**config.mk**
```make
export PLATFORM = sky130hd
export DESIGN_NAME = flash_settings_readback
export DESIGN_NICKNAME = d
export VERILOG_FILES = /design/src/logic/flash_readback_pkg.sv /design/src/logic/pin_cfg_if.sv /design/src/logic/flash_settings_readback.sv /design/src/logic/pin_function_mux.sv
export SDC_FILE = /design/constraint.sdc
export NUM_CORES = 1
export LEC_CHECK = 0
export ABC_AREA = 1
export BUFFER_PORTS_ARGS = -buffer_cell sky130_fd_sc_hd__clkbuf_2
export CORE_MARGIN = 2
export CORE_UTILIZATION = 30
export DETAILED_ROUTE_END_ITERATION = 7
export SYNTH_ARGS = -nofsm -noshare
export SYNTH_HDL_FRONTEND = slang
export SYNTH_SLANG_ARGS = --single-unit
```
**constraint.sdc**
```tcl
create_clock -name ref_clk -period 4.1 [get_ports ref_clk]
set_clock_uncertainty 0.05 [all_clocks]
set_input_delay 0.82 -clock ref_clk [delete_from_list [all_inputs] [get_ports ref_clk]]
set_output_delay 0.82 -clock ref_clk [all_outputs]
set_load 0.02 [all_outputs]
```
**src/logic/flash_readback_pkg.sv**
```systemverilog
// Purpose: Shared constants and types for the settings readback block
// Assumes: Byte indices and field positions of the stored settings reply
// Notes: Codes for the three pin function fields live here too
package flash_readback_pkg;
  localparam logic [7:0] CMD_READ_FLASH = 8'hB0;
  localparam logic [7:0] STATUS_OK = 8'h00;
  localparam logic [7:0] FILL_BYTE = 8'h00;
  localparam logic [5:0] IDX_CODE = 6'h00;
  localparam logic [5:0] IDX_STATUS = 6'h01;
  localparam logic [5:0] IDX_LEN = 6'h02;
  localparam logic [5:0] IDX_PIN0 = 6'h04;
  localparam logic [5:0] IDX_PIN1 = 6'h05;
  localparam logic [5:0] IDX_PIN2 = 6'h06;
  localparam logic [5:0] IDX_ANALOG = 6'h07;
  localparam logic [5:0] IDX_VID_LO = 6'h08;
  localparam logic [5:0] IDX_VID_HI = 6'h09;
  localparam logic [5:0] IDX_PID_LO = 6'h0A;
  localparam logic [5:0] IDX_PID_HI = 6'h0B;
  localparam logic [5:0] IDX_POWER = 6'h0C;
  localparam logic [5:0] IDX_CURRENT = 6'h0D;
  localparam logic [5:0] IDX_LAST = 6'h3F;
  // Analog byte fields
  localparam int BIT_NEG_EDGE = 6;
  localparam int BIT_POS_EDGE = 5;
  localparam int BIT_ADC_REF_HI = 4;
  localparam int BIT_ADC_REF_LO = 3;
  localparam int BIT_DAC_SUPPLY = 2;
  localparam logic [7:0] ANALOG_KEEP = 8'h7C;
  localparam logic [1:0] ADC_REF_OFF = 2'h0;
  // Indicator initial level byte fields
  localparam int BIT_LED_RX = 6;
  localparam int BIT_LED_TX = 5;
  localparam int BIT_LED_SUSPEND = 3;
  localparam int BIT_LED_CFG = 2;
  // Pin settings byte fields
  localparam int BIT_OUT_LEVEL = 4;
  localparam int BIT_DIR_IN = 3;
  localparam logic [7:0] PIN_KEEP = 8'h1F;
  localparam logic [2:0] FN_GPIO = 3'h0;
  localparam logic [2:0] FN_DEDICATED = 3'h1;
  localparam logic [2:0] FN_ALT0 = 3'h2;
  localparam logic [2:0] FN_ALT1 = 3'h3;
  localparam logic [2:0] FN_ALT2 = 3'h4;
  // Reply sequencer states
  typedef enum logic [1:0] {
    ST_IDLE = 2'b01,
    ST_SEND = 2'b10
  } reply_state_e;
endpackage : flash_readback_pkg

```
**src/logic/pin_cfg_if.sv**
```systemverilog
// Purpose: Carries pin settings and live status between top and pin logic
// Assumes: One clock, all fields synchronous
// Notes: Top fills settings and status, pin logic returns drive values
`timescale 1ns/1ps
`default_nettype none
interface pin_cfg_if;
  logic [7:0] pin_set [3];
  logic suspend_init;
  logic cfg_init;
  logic rx_init;
  logic tx_init;
  logic suspended;
  logic usb_configured;
  logic rx_busy;
  logic tx_busy;
  logic clk_div;
  logic [2:0] pin_in;
  logic [2:0] pin_out;
  logic [2:0] pin_oe;
  logic [2:0] analog_in_en;
  logic analog_out_en;
  logic int_level;
  modport top (output pin_set, suspend_init, cfg_init, rx_init, tx_init,
    suspended, usb_configured, rx_busy, tx_busy, clk_div, pin_in,
    input pin_out, pin_oe, analog_in_en, analog_out_en, int_level);
  modport pins (input pin_set, suspend_init, cfg_init, rx_init, tx_init,
    suspended, usb_configured, rx_busy, tx_busy, clk_div, pin_in,
    output pin_out, pin_oe, analog_in_en, analog_out_en, int_level);
endinterface : pin_cfg_if
`default_nettype wire

```
**src/logic/flash_settings_readback.sv**
```systemverilog
// Purpose: Builds the 64-byte settings replies and applies power-up settings
// Assumes: Stored settings are stable while nrst is low and are captured then
// Notes: One reply byte per clock after a request; requests while busy drop
`timescale 1ns/1ps
`default_nettype none
module flash_settings_readback #(
  parameter logic [7:0] CHIP_LEN = 8'h3C,
  parameter logic [7:0] PIN_LEN = 8'h3C
) (
  // Clock and reset
  input wire logic ref_clk,
  input wire logic nrst,
  // Reply request and byte stream
  input wire logic req,
  input wire logic req_pins,
  output logic busy,
  output logic rsp_valid,
  output logic [5:0] rsp_index,
  output logic [7:0] rsp_data,
  output logic rsp_last,
  // Stored settings, captured while in reset
  input wire logic [7:0] nv_led_init,
  input wire logic [7:0] nv_analog,
  input wire logic [15:0] nv_vid,
  input wire logic [15:0] nv_pid,
  input wire logic [7:0] nv_power,
  input wire logic [7:0] nv_current,
  input wire logic [7:0] nv_pin_zero,
  input wire logic [7:0] nv_pin_one,
  input wire logic [7:0] nv_pin_two,
  // Live device status
  input wire logic suspended,
  input wire logic usb_configured,
  input wire logic rx_busy,
  input wire logic tx_busy,
  input wire logic clk_div,
  // Interrupt detection flag
  input wire logic int_clear,
  output logic int_flag,
  // Applied settings
  output logic [1:0] adc_ref_sel,
  output logic adc_ref_on,
  output logic dac_ref_supply,
  output logic [7:0] usb_power_attr,
  output logic [8:0] usb_current_ma,
  // Pins zero to two
  input wire logic [2:0] pin_in,
  output logic [2:0] pin_out,
  output logic [2:0] pin_oe,
  output logic [2:0] analog_in_en,
  output logic analog_out_en
);
  typedef struct packed {
    flash_readback_pkg::reply_state_e state;
    logic pins;
    logic [5:0] idx;
    logic valid;
    logic [5:0] out_idx;
    logic [7:0] data;
    logic last;
    logic [7:0] led_init;
    logic [7:0] analog;
    logic [15:0] vid;
    logic [15:0] pid;
    logic [7:0] power;
    logic [7:0] current;
    logic [23:0] pin_set;
    logic int_prev;
    logic int_flag;
  } top_s;

  top_s st_r;
  top_s st_nxt;

  pin_cfg_if pc ();

  // Reply content for one index; unlisted indices read as fill
  function automatic logic [7:0] reply_byte(input top_s s,
      input logic [5:0] i);
    logic [7:0] b;
    b = flash_readback_pkg::FILL_BYTE;
    if (i == flash_readback_pkg::IDX_CODE) begin
      b = flash_readback_pkg::CMD_READ_FLASH;
    end else if (i == flash_readback_pkg::IDX_STATUS) begin
      b = flash_readback_pkg::STATUS_OK;
    end else if (i == flash_readback_pkg::IDX_LEN) begin
      b = s.pins ? PIN_LEN : CHIP_LEN;
    end else if (s.pins) begin
      // Don't-care high bits zeroed so the reply is repeatable
      if (i == flash_readback_pkg::IDX_PIN0) begin
        b = s.pin_set[7:0] & flash_readback_pkg::PIN_KEEP;
      end else if (i == flash_readback_pkg::IDX_PIN1) begin
        b = s.pin_set[15:8] & flash_readback_pkg::PIN_KEEP;
      end else if (i == flash_readback_pkg::IDX_PIN2) begin
        b = s.pin_set[23:16] & flash_readback_pkg::PIN_KEEP;
      end
    end else if (i == flash_readback_pkg::IDX_ANALOG) begin
      b = s.analog & flash_readback_pkg::ANALOG_KEEP;
    end else if (i == flash_readback_pkg::IDX_VID_LO) begin
      b = s.vid[7:0];
    end else if (i == flash_readback_pkg::IDX_VID_HI) begin
      b = s.vid[15:8];
    end else if (i == flash_readback_pkg::IDX_PID_LO) begin
      b = s.pid[7:0];
    end else if (i == flash_readback_pkg::IDX_PID_HI) begin
      b = s.pid[15:8];
    end else if (i == flash_readback_pkg::IDX_POWER) begin
      b = s.power;
    end else if (i == flash_readback_pkg::IDX_CURRENT) begin
      b = s.current;
    end
    return b;
  endfunction : reply_byte

  always_comb begin
    logic rise;
    logic fall;
    st_nxt = st_r;
    rise = pc.int_level & ~st_r.int_prev;
    fall = ~pc.int_level & st_r.int_prev;
    st_nxt.int_prev = pc.int_level;
    st_nxt.valid = 1'b0;
    st_nxt.last = 1'b0;
    case (st_r.state)
      flash_readback_pkg::ST_IDLE: begin
        if (req) begin
          st_nxt.state = flash_readback_pkg::ST_SEND;
          st_nxt.pins = req_pins;
          st_nxt.idx = '0;
        end
      end
      flash_readback_pkg::ST_SEND: begin
        st_nxt.valid = 1'b1;
        st_nxt.out_idx = st_r.idx;
        st_nxt.data = reply_byte(st_r, st_r.idx);
        st_nxt.idx = st_r.idx + 6'h01;
        if (st_r.idx == flash_readback_pkg::IDX_LAST) begin
          st_nxt.last = 1'b1;
          st_nxt.state = flash_readback_pkg::ST_IDLE;
        end
      end
      default: begin
        st_nxt.state = flash_readback_pkg::ST_IDLE;
      end
    endcase
    // Clear first, so an edge in the same cycle still sets the flag
    if (int_clear) begin
      st_nxt.int_flag = 1'b0;
    end
    if (fall && st_r.analog[flash_readback_pkg::BIT_NEG_EDGE]) begin
      st_nxt.int_flag = 1'b1;
    end
    if (rise && st_r.analog[flash_readback_pkg::BIT_POS_EDGE]) begin
      st_nxt.int_flag = 1'b1;
    end
    if (!nrst) begin
      st_nxt = '0;
      st_nxt.state = flash_readback_pkg::ST_IDLE;
      st_nxt.led_init = nv_led_init;
      st_nxt.analog = nv_analog;
      st_nxt.vid = nv_vid;
      st_nxt.pid = nv_pid;
      st_nxt.power = nv_power;
      st_nxt.current = nv_current;
      st_nxt.pin_set = {nv_pin_two, nv_pin_one, nv_pin_zero};
    end
  end

  always_ff @(posedge ref_clk) begin
    st_r <= st_nxt;
  end

  // Stored snapshot feeds the pin logic
  assign pc.pin_set[0] = st_r.pin_set[7:0];
  assign pc.pin_set[1] = st_r.pin_set[15:8];
  assign pc.pin_set[2] = st_r.pin_set[23:16];
  assign pc.suspend_init = st_r.led_init[flash_readback_pkg::BIT_LED_SUSPEND];
  assign pc.cfg_init = st_r.led_init[flash_readback_pkg::BIT_LED_CFG];
  assign pc.rx_init = st_r.led_init[flash_readback_pkg::BIT_LED_RX];
  assign pc.tx_init = st_r.led_init[flash_readback_pkg::BIT_LED_TX];
  assign pc.suspended = suspended;
  assign pc.usb_configured = usb_configured;
  assign pc.rx_busy = rx_busy;
  assign pc.tx_busy = tx_busy;
  assign pc.clk_div = clk_div;
  assign pc.pin_in = pin_in;

  pin_function_mux u_pins (
    .ref_clk(ref_clk),
    .nrst(nrst),
    .pc(pc.pins)
  );

  assign pin_out = pc.pin_out;
  assign pin_oe = pc.pin_oe;
  assign analog_in_en = pc.analog_in_en;
  assign analog_out_en = pc.analog_out_en;

  assign busy = st_r.state != flash_readback_pkg::ST_IDLE;
  assign rsp_valid = st_r.valid;
  assign rsp_index = st_r.out_idx;
  assign rsp_data = st_r.data;
  assign rsp_last = st_r.last;
  assign int_flag = st_r.int_flag;
  assign adc_ref_sel = st_r.analog[flash_readback_pkg::BIT_ADC_REF_HI:
    flash_readback_pkg::BIT_ADC_REF_LO];
  // Code 00 leaves the converter on an external reference
  assign adc_ref_on = adc_ref_sel != flash_readback_pkg::ADC_REF_OFF;
  assign dac_ref_supply = st_r.analog[flash_readback_pkg::BIT_DAC_SUPPLY];
  assign usb_power_attr = st_r.power;
  assign usb_current_ma = {st_r.current, 1'b0};
endmodule : flash_settings_readback
`default_nettype wire

```
**src/logic/pin_function_mux.sv**
```systemverilog
// Purpose: Drives pins zero to two from their power-up settings bytes
// Assumes: Settings bytes are stable snapshots taken at reset
// Notes: Drive outputs are registered, int_level is not; pin inputs are synchronous
`timescale 1ns/1ps
`default_nettype none
module pin_function_mux (
  // Clock and reset
  input wire logic ref_clk,
  input wire logic nrst,
  // Settings and status
  pin_cfg_if.pins pc
);
  typedef struct packed {
    logic [2:0] out;
    logic [2:0] oe;
    logic [2:0] ain;
    logic aout;
  } mux_s;

  mux_s st_r;
  mux_s st_nxt;

  always_comb begin
    logic [2:0] fn [3];
    fn = '{default: flash_readback_pkg::FN_GPIO};
    st_nxt = '0;
    for (int i = 0; i < 3; i++) begin
      fn[i] = pc.pin_set[i][2:0];
      // Direction only matters for plain GPIO
      if (fn[i] == flash_readback_pkg::FN_GPIO) begin
        st_nxt.oe[i] = ~pc.pin_set[i][flash_readback_pkg::BIT_DIR_IN];
        st_nxt.out[i] = pc.pin_set[i][flash_readback_pkg::BIT_OUT_LEVEL];
      end
    end
    // Pin zero
    if (fn[0] == flash_readback_pkg::FN_DEDICATED) begin
      st_nxt.oe[0] = 1'b1;
      st_nxt.out[0] = pc.suspend_init ^ pc.suspended;
    end else if (fn[0] == flash_readback_pkg::FN_ALT0) begin
      st_nxt.oe[0] = 1'b1;
      st_nxt.out[0] = pc.rx_init ^ pc.rx_busy;
    end
    // Pin one
    if (fn[1] == flash_readback_pkg::FN_DEDICATED) begin
      st_nxt.oe[1] = 1'b1;
      st_nxt.out[1] = pc.clk_div;
    end else if (fn[1] == flash_readback_pkg::FN_ALT0) begin
      st_nxt.ain[1] = 1'b1;
    end else if (fn[1] == flash_readback_pkg::FN_ALT1) begin
      st_nxt.oe[1] = 1'b1;
      st_nxt.out[1] = pc.tx_init ^ pc.tx_busy;
    end
    // Pin two
    if (fn[2] == flash_readback_pkg::FN_DEDICATED) begin
      st_nxt.oe[2] = 1'b1;
      st_nxt.out[2] = pc.cfg_init ^ pc.usb_configured;
    end else if (fn[2] == flash_readback_pkg::FN_ALT0) begin
      st_nxt.ain[2] = 1'b1;
    end else if (fn[2] == flash_readback_pkg::FN_ALT1) begin
      st_nxt.aout = 1'b1;
    end
    if (!nrst) begin
      st_nxt = '0;
    end
  end

  always_ff @(posedge ref_clk) begin
    st_r <= st_nxt;
  end

  assign pc.pin_out = st_r.out;
  assign pc.pin_oe = st_r.oe;
  assign pc.analog_in_en = st_r.ain;
  assign pc.analog_out_en = st_r.aout;
  // Edge detector only sees pin one when it is the interrupt input
  assign pc.int_level = (pc.pin_set[1][2:0] == flash_readback_pkg::FN_ALT2)
    & pc.pin_in[1];
endmodule : pin_function_mux
`default_nettype wire

```
# [After elaboration in Yosys (flattened, before gate mapping)]
# Index checks and enable logic that the tools add are counted.
[word_totals] mem_bits_ro=0 in_bits=101 regBits=120 wordCells=123 latch_bits=0 mem_bits_rw=0 output_inout_bits=49 n_memories=0
[classes] n_addsub=1 n_div=0 eq_ne=27 n_reduce_logical=16 order_cmp=0 shifts=0 mux=44 multipliers=0 bitwise_logic=13
[op_table] cell="8-bit two-way mux" n=11
[op_table] cell="6-bit by 4-bit == test with 1-bit output (second input constant)" n=6
[op_table] cell="1-bit two-way mux" n=25
[op_table] cell="6-bit by 3-bit == test with 1-bit output (second input constant)" n=4
[op_table] cell="16-bit two-way mux" n=1
[op_table] cell="3-bit by 2-bit == test with 1-bit output (second input constant)" n=5
[op_table] cell="5-bit two-way mux" n=3
[op_table] cell="6-bit one-hot mux with 2 select lines" n=1
[op_table] cell="3-bit by 1-bit == test with 1-bit output (second input constant)" n=3
[op_table] cell="3-bit zero test" n=3
[op_table] cell="9-bit two-way mux" n=1
[op_table] cell="2-bit AND reduction" n=4
[op_table] cell="6-bit by 1-bit adder with 6-bit output (second input constant)" n=1
[op_table] cell="6-bit by 1-bit == test with 1-bit output (second input constant)" n=1
[op_table] cell="6-bit by 2-bit == test with 1-bit output (second input constant)" n=1
[op_table] cell="6-bit == test (second input constant)" n=1
[op_table] cell="6-bit zero test" n=1
[op_table] cell="1-bit NOT" n=6
[op_table] cell="2-bit inequality test (second input constant)" n=2
[op_table] cell="2-bit one-hot mux with 2 select lines" n=1
[op_table] cell="2-bit nonzero test" n=2
[op_table] cell="2-bit OR reduction" n=2
[op_table] cell="1-bit XOR" n=4
[op_table] cell="1-bit bitwise AND" n=3
[op_table] cell="8 further kinds" n=9

# [Depth between registers and ports, before layout]
[logic_depth] word_depth=13 mapped_depth=16 mapped_depth_nobuf=16

# [Cells and area by module]
# A second synthesis with hierarchy kept.
[hier_totals] cells_unflattened=484 area_unflattened_um2=5028.6
[by_module_without_submodules] mod="flash_settings_readback" area_each_um2=4558.1 instances=1 cells_per_inst=411
[by_module_without_submodules] mod="pin_function_mux" area_each_um2=470.5 instances=1 cells_per_inst=73

# [Worst setup path before layout]
# No wires, ideal clock.
[synth_timing] path_type="input port to flip-flop" from="input nrst" to="register st_r (netlist bit adc_ref_sel[0]), enable pin" required_ns=3.585 setup_slack_ns=0.453 arrival_time_ns=3.131 cell_stages=2 path_cell_list="inv_1 > buf_1"
[synth_lines] element="from (decl)" line_no="flash_settings_readback.sv:12" rtl="input wire logic nrst,"
[synth_lines] element="to (signal assigned)" line_no="flash_settings_readback.sv:170" rtl="st_r <= st_nxt;"
[synth_lines] element="to (decl)" line_no="flash_settings_readback.sv:72" rtl="top_s st_r;"
# No word-level cell between the ends.

# [Final worst setup path]
[layout_timing] from="register st_r[111] (netlist bit)" to="register st_r (netlist bit rsp_data[3])"
[layout_between] elab_chain_cells=12 elab_cells_between_ends=27 cone_classes="eq/ne: 12; mux: 14; reduce/logical: 1"
[layout_lines] element="6-bit by 4-bit == test with 1-bit output" line_no="flash_settings_readback.sv:109" rtl="end else if (i == flash_readback_pkg::IDX_CURRENT) begin"
[layout_lines] element="8-bit two-way mux" line_no="flash_settings_readback.sv:109"
[layout_lines] element="8-bit two-way mux" line_no="flash_settings_readback.sv:107" rtl="end else if (i == flash_readback_pkg::IDX_POWER) begin"
[layout_lines] element="8-bit two-way mux" line_no="flash_settings_readback.sv:105" rtl="end else if (i == flash_readback_pkg::IDX_PID_HI) begin"
[layout_lines] element="8-bit two-way mux" line_no="flash_settings_readback.sv:103" rtl="end else if (i == flash_readback_pkg::IDX_PID_LO) begin"
[layout_lines] element="8-bit two-way mux" line_no="flash_settings_readback.sv:101" rtl="end else if (i == flash_readback_pkg::IDX_VID_HI) begin"
[layout_lines] element="8-bit two-way mux" line_no="flash_settings_readback.sv:99" rtl="end else if (i == flash_readback_pkg::IDX_VID_LO) begin"
[layout_lines] element="8-bit two-way mux" line_no="flash_settings_readback.sv:97" rtl="end else if (i == flash_readback_pkg::IDX_ANALOG) begin"
[layout_lines] element="8-bit two-way mux" line_no="flash_settings_readback.sv:88" rtl="end else if (s.pins) begin"
[layout_lines] element="8-bit two-way mux" line_no="flash_settings_readback.sv:86" rtl="end else if (i == flash_readback_pkg::IDX_LEN) begin"
[layout_lines] element="8-bit two-way mux" line_no="flash_settings_readback.sv:84" rtl="end else if (i == flash_readback_pkg::IDX_STATUS) begin"
[layout_lines] element="8-bit two-way mux (*)" line_no="flash_settings_readback.sv:82" rtl="if (i == flash_readback_pkg::IDX_CODE) begin"
# Every way passes the cells marked *; elsewhere a longest branch is shown, timed or not.
# A chain may end at the register's enable or synchronous reset.

==> reports/results.tsv <==
stage	metric	value	unit
outcome	outcome	complete, no violations	
clocking	cts_tree	yes	
sta	setup_tns	0	ps
synthesis	synthXorXnorAreaFrac	0.00740	
layout	nFillCells	1595	
global_routing	antenna_found_initial	0	
layout	drive_gt1_frac	0.306	
global_routing	gr-usage-all-layers	0.135	
synthesis	synth_fa_ha_area_frac	0.0106	
worst_hold_path	min_path_cells	2	
placed_design	dp_hpwl	8.46	mm
layout	postLayoutCellArea	5690	um^2
clocking	clkSlewWorstSetupHoldPaths	70	ps
clocking	htree_levels	3	
synthesis	yosysUniqueCellTypes	44	
critical_path	cp.arrival	2730	ps
synthesis	netlist_area	4730	um^2
clocking	cts_buffer_depth	2	
sta	rsz0062_at_grt	false	
clocking	cts_resized	0	
placed_design	placed_cells	764	
pwr	netSwitchingFraction	0.222	
pwr	pwr-share-seq	0.540	
global_routing	grt-ovfl-total	0	
synthesis	yosys.area.top_type	edfxtp_1	
critical_path	path_class	flop to flop	
clocking	cts_hold_buffers	0	
synthesis	synthMuxAreaShare	0	
sta	max_freq	400	MHz
synthesis	yosys_warnings	0	
drt	post-route-drc-count	0	
clocking	clock-root-buffer	clkbuf_16	
layout	layout_common_cells	clkbuf_2, nand2_1, edfxtp_1, nor2_1, dfxtp_1	
synthesis	synthCells	462	
drt	drt_iter0_markers	152	
pwr	p_clk_frac	0.390	
layout	layout.nets	669	
clocking	worstSkewPairLatency	350	ps
floorplanning	rows	45	
drt	routed_wl	11.1	mm
layout	multiInputGateArea	1380	um^2
critical_path	reg2reg_slack	1600	ps
synthesis	synthSimpleGateAreaFrac	0.190	
critical_path	setup.worst_path.end_class	flop	
placed_design	place_area	5370	um^2
floorplanning	dieArea	16800	um^2
global_routing	grt_pass1_vias	3465	
pwr	p_switching	0.522	mW
synthesis	synth_top_area_frac	0.457	
sta	slew-limit-headroom	0.382	
synthesis	syn_avg_cell_area	10.2	um^2
sta	worst_pin_slew	927	ps
floorplanning	die_x	130	um
drt	firstDrtPassIters	4	
placed_design	port_buffers	129	
sta	worst_slack	1600	ps
pwr	power.density	413	nW/um^2
pwr	power.static_leakage	2.38	nW
critical_path	start_kind	flop	
clocking	clock_sinks	108	
pwr	combPwrFrac	0.069	
synthesis	synth_top_family_by_area	simple AND/OR/NAND/NOR gates	
drt	detail_route.wl_per_cell	14.2	um
synthesis	synth.area.top_cells	edfxtp_1, dfxtp_1, nand2_1	
pwr	p_int	1.83	mW
critical_path	critPathMaxFanout	11	
layout	antennaDiodeCount	0	
floorplanning	initial_core_util	0.309	
pwr	ir_drop	0.000176	V
synthesis	seq_area_frac_synth	0.609	
floorplanning	fp.dieH	130	um
sta	hold_ws	414	ps
floorplanning	io-pin-count	150	
critical_path	r2r_end	rsp_data[3]	
sta	layout_min_cycle_time	2500	ps
clocking	cts_setup_buffers	0	
sta	fin_crit_sh	0.610	
synthesis	synth_compound_gate_area_share	0.0830	
layout	syn_to_final_growth	20.1	%
critical_path	rr_startpoint	st_r[111]	
critical_path	worstRegToRegCells	13	
placed_design	gp_congestion	0.826	
floorplanning	core-area	15300	um^2
worst_hold_path	min-delay-start	rsp_index[4]	
worst_hold_path	hold_class	flop to flop	
layout	layout_commonest_cell	clkbuf_2	
layout	seqCellArea	2880	um^2
pwr	power	2.35	mW
global_routing	grt_max_degree	75	
placed_design	dp_slack	1290	ps
global_routing	grt_pass1_wl	17.3	mm
critical_path	required	4330	ps
layout	stdcell_count	780	
worst_hold_path	hold_end	rsp_index[4]	
drt	vias	3458	
drt	viasPerCell	4.43	
drt	postRouteAntennaNets	0	
clocking	cts_buffers	9	
sta	setup-violations-final	0	
sta	slew_viol_final	0	
layout	fin_util	0.371	
synthesis	ys_ff_latch	108	
sta	hold_violations	0	
flow_run	maxCapViolCount	0	
## registers in the layout (all words and copies together) (netlist names), 2 cells and up
signal / flops
usb_power_attr: 8
usb_current_ma: 8
rsp_data: 8
st_r: 44
rsp_index: 6
u_pins.pc.pin_oe: 3
u_pins.pc.analog_in_en: 2
pc.pin_set: 15
u_pins.pc.pin_out: 3
adc_ref_sel: 2
## per-layer routing
metal	wire, um	up-vias	GRT usage
li1	-	1749	-
met1	5070	1602	0.174
met2	5340	92	0.220
met3	464	15	0.0310
met4	230	0	0.0557
met5	0	-	0
## synthesized netlist by cell type (all sizes together)
cell	number
or2	2
edfxtp	72
nand3	35
conb	1
ha	4
clkinv	4
nand4	8
o21a	2
nor2	52
a21oi	35
dfxtp	36
o211ai	3
nor4	5
xnor2	1
clkbuf	3
o22ai	2
a2111oi	1
o31ai	1
a32o	1
nor3	3
a31oi	1
a211oi	2
xor2	3
a221oi	2
buf	39
inv	40
o21ai	19
nand2	85
## layout make-up
type | instances | area share
clock inverter | 7 | 0.0156
multi-input combinational | 269 | 0.243
sequential | 108 | 0.507
inverter | 44 | 0.0306
clock buffer | 9 | 0.0396
timing repair buffer | 132 | 0.118
tap | 211 | 0.0464
## worst max-delay path, stage by stage (launching register included)
cell	delay (ps)
dfxtp_1	340
nor2_2	530
nand2_2	310
nor2_2	350
nand3_1	110
nand3_1	100
nand2_1	60
nand2_1	100
nand2_1	80
nand3_1	100
nand2_1	70
nand2_1	60
nand2_1	50
a21oi_1	120
## power groups by stage
| stage | clock network (mW) | registers [mW] | logic [mW] |
|---|---|---|---|
| 2_1_floorplan | 0 | 1.29 | 0.101 |
| 3_3_place_gp | 0 | 1.29 | 0.162 |
| 3_5_place_dp | 0 | 1.30 | 0.165 |
| 4_1_cts | 0.943 | 1.27 | 0.165 |
| 5_1_grt | 0.978 | 1.28 | 0.179 |
| 6_report | 0.917 | 1.27 | 0.163 |
## worst max path at each step
stage / from / slack (ps) / depth (start not counted) / to
floorplan: nrst / 450 / 2 / adc_ref_sel[0]
global route: st_r[111] / 1310 / 13 / rsp_data[3]
global placement: nrst / 1360 / 5 / st_r[107]
CTS: st_r[111] / 1560 / 13 / rsp_data[3]
detailed placement: nrst / 1290 / 5 / st_r[107]
finish: st_r[111] / 1600 / 13 / rsp_data[3]
## kinds of logic after synthesis
logic type,Yosys count
XOR/XNOR,4
AND/OR/NAND/NOR,190
other,1
adder cells (fa/ha/maj),4
AO/OA/AOI/OAI,69
buffers and inverters,86
flip-flops,108
(Power assumes the default switching activity.)
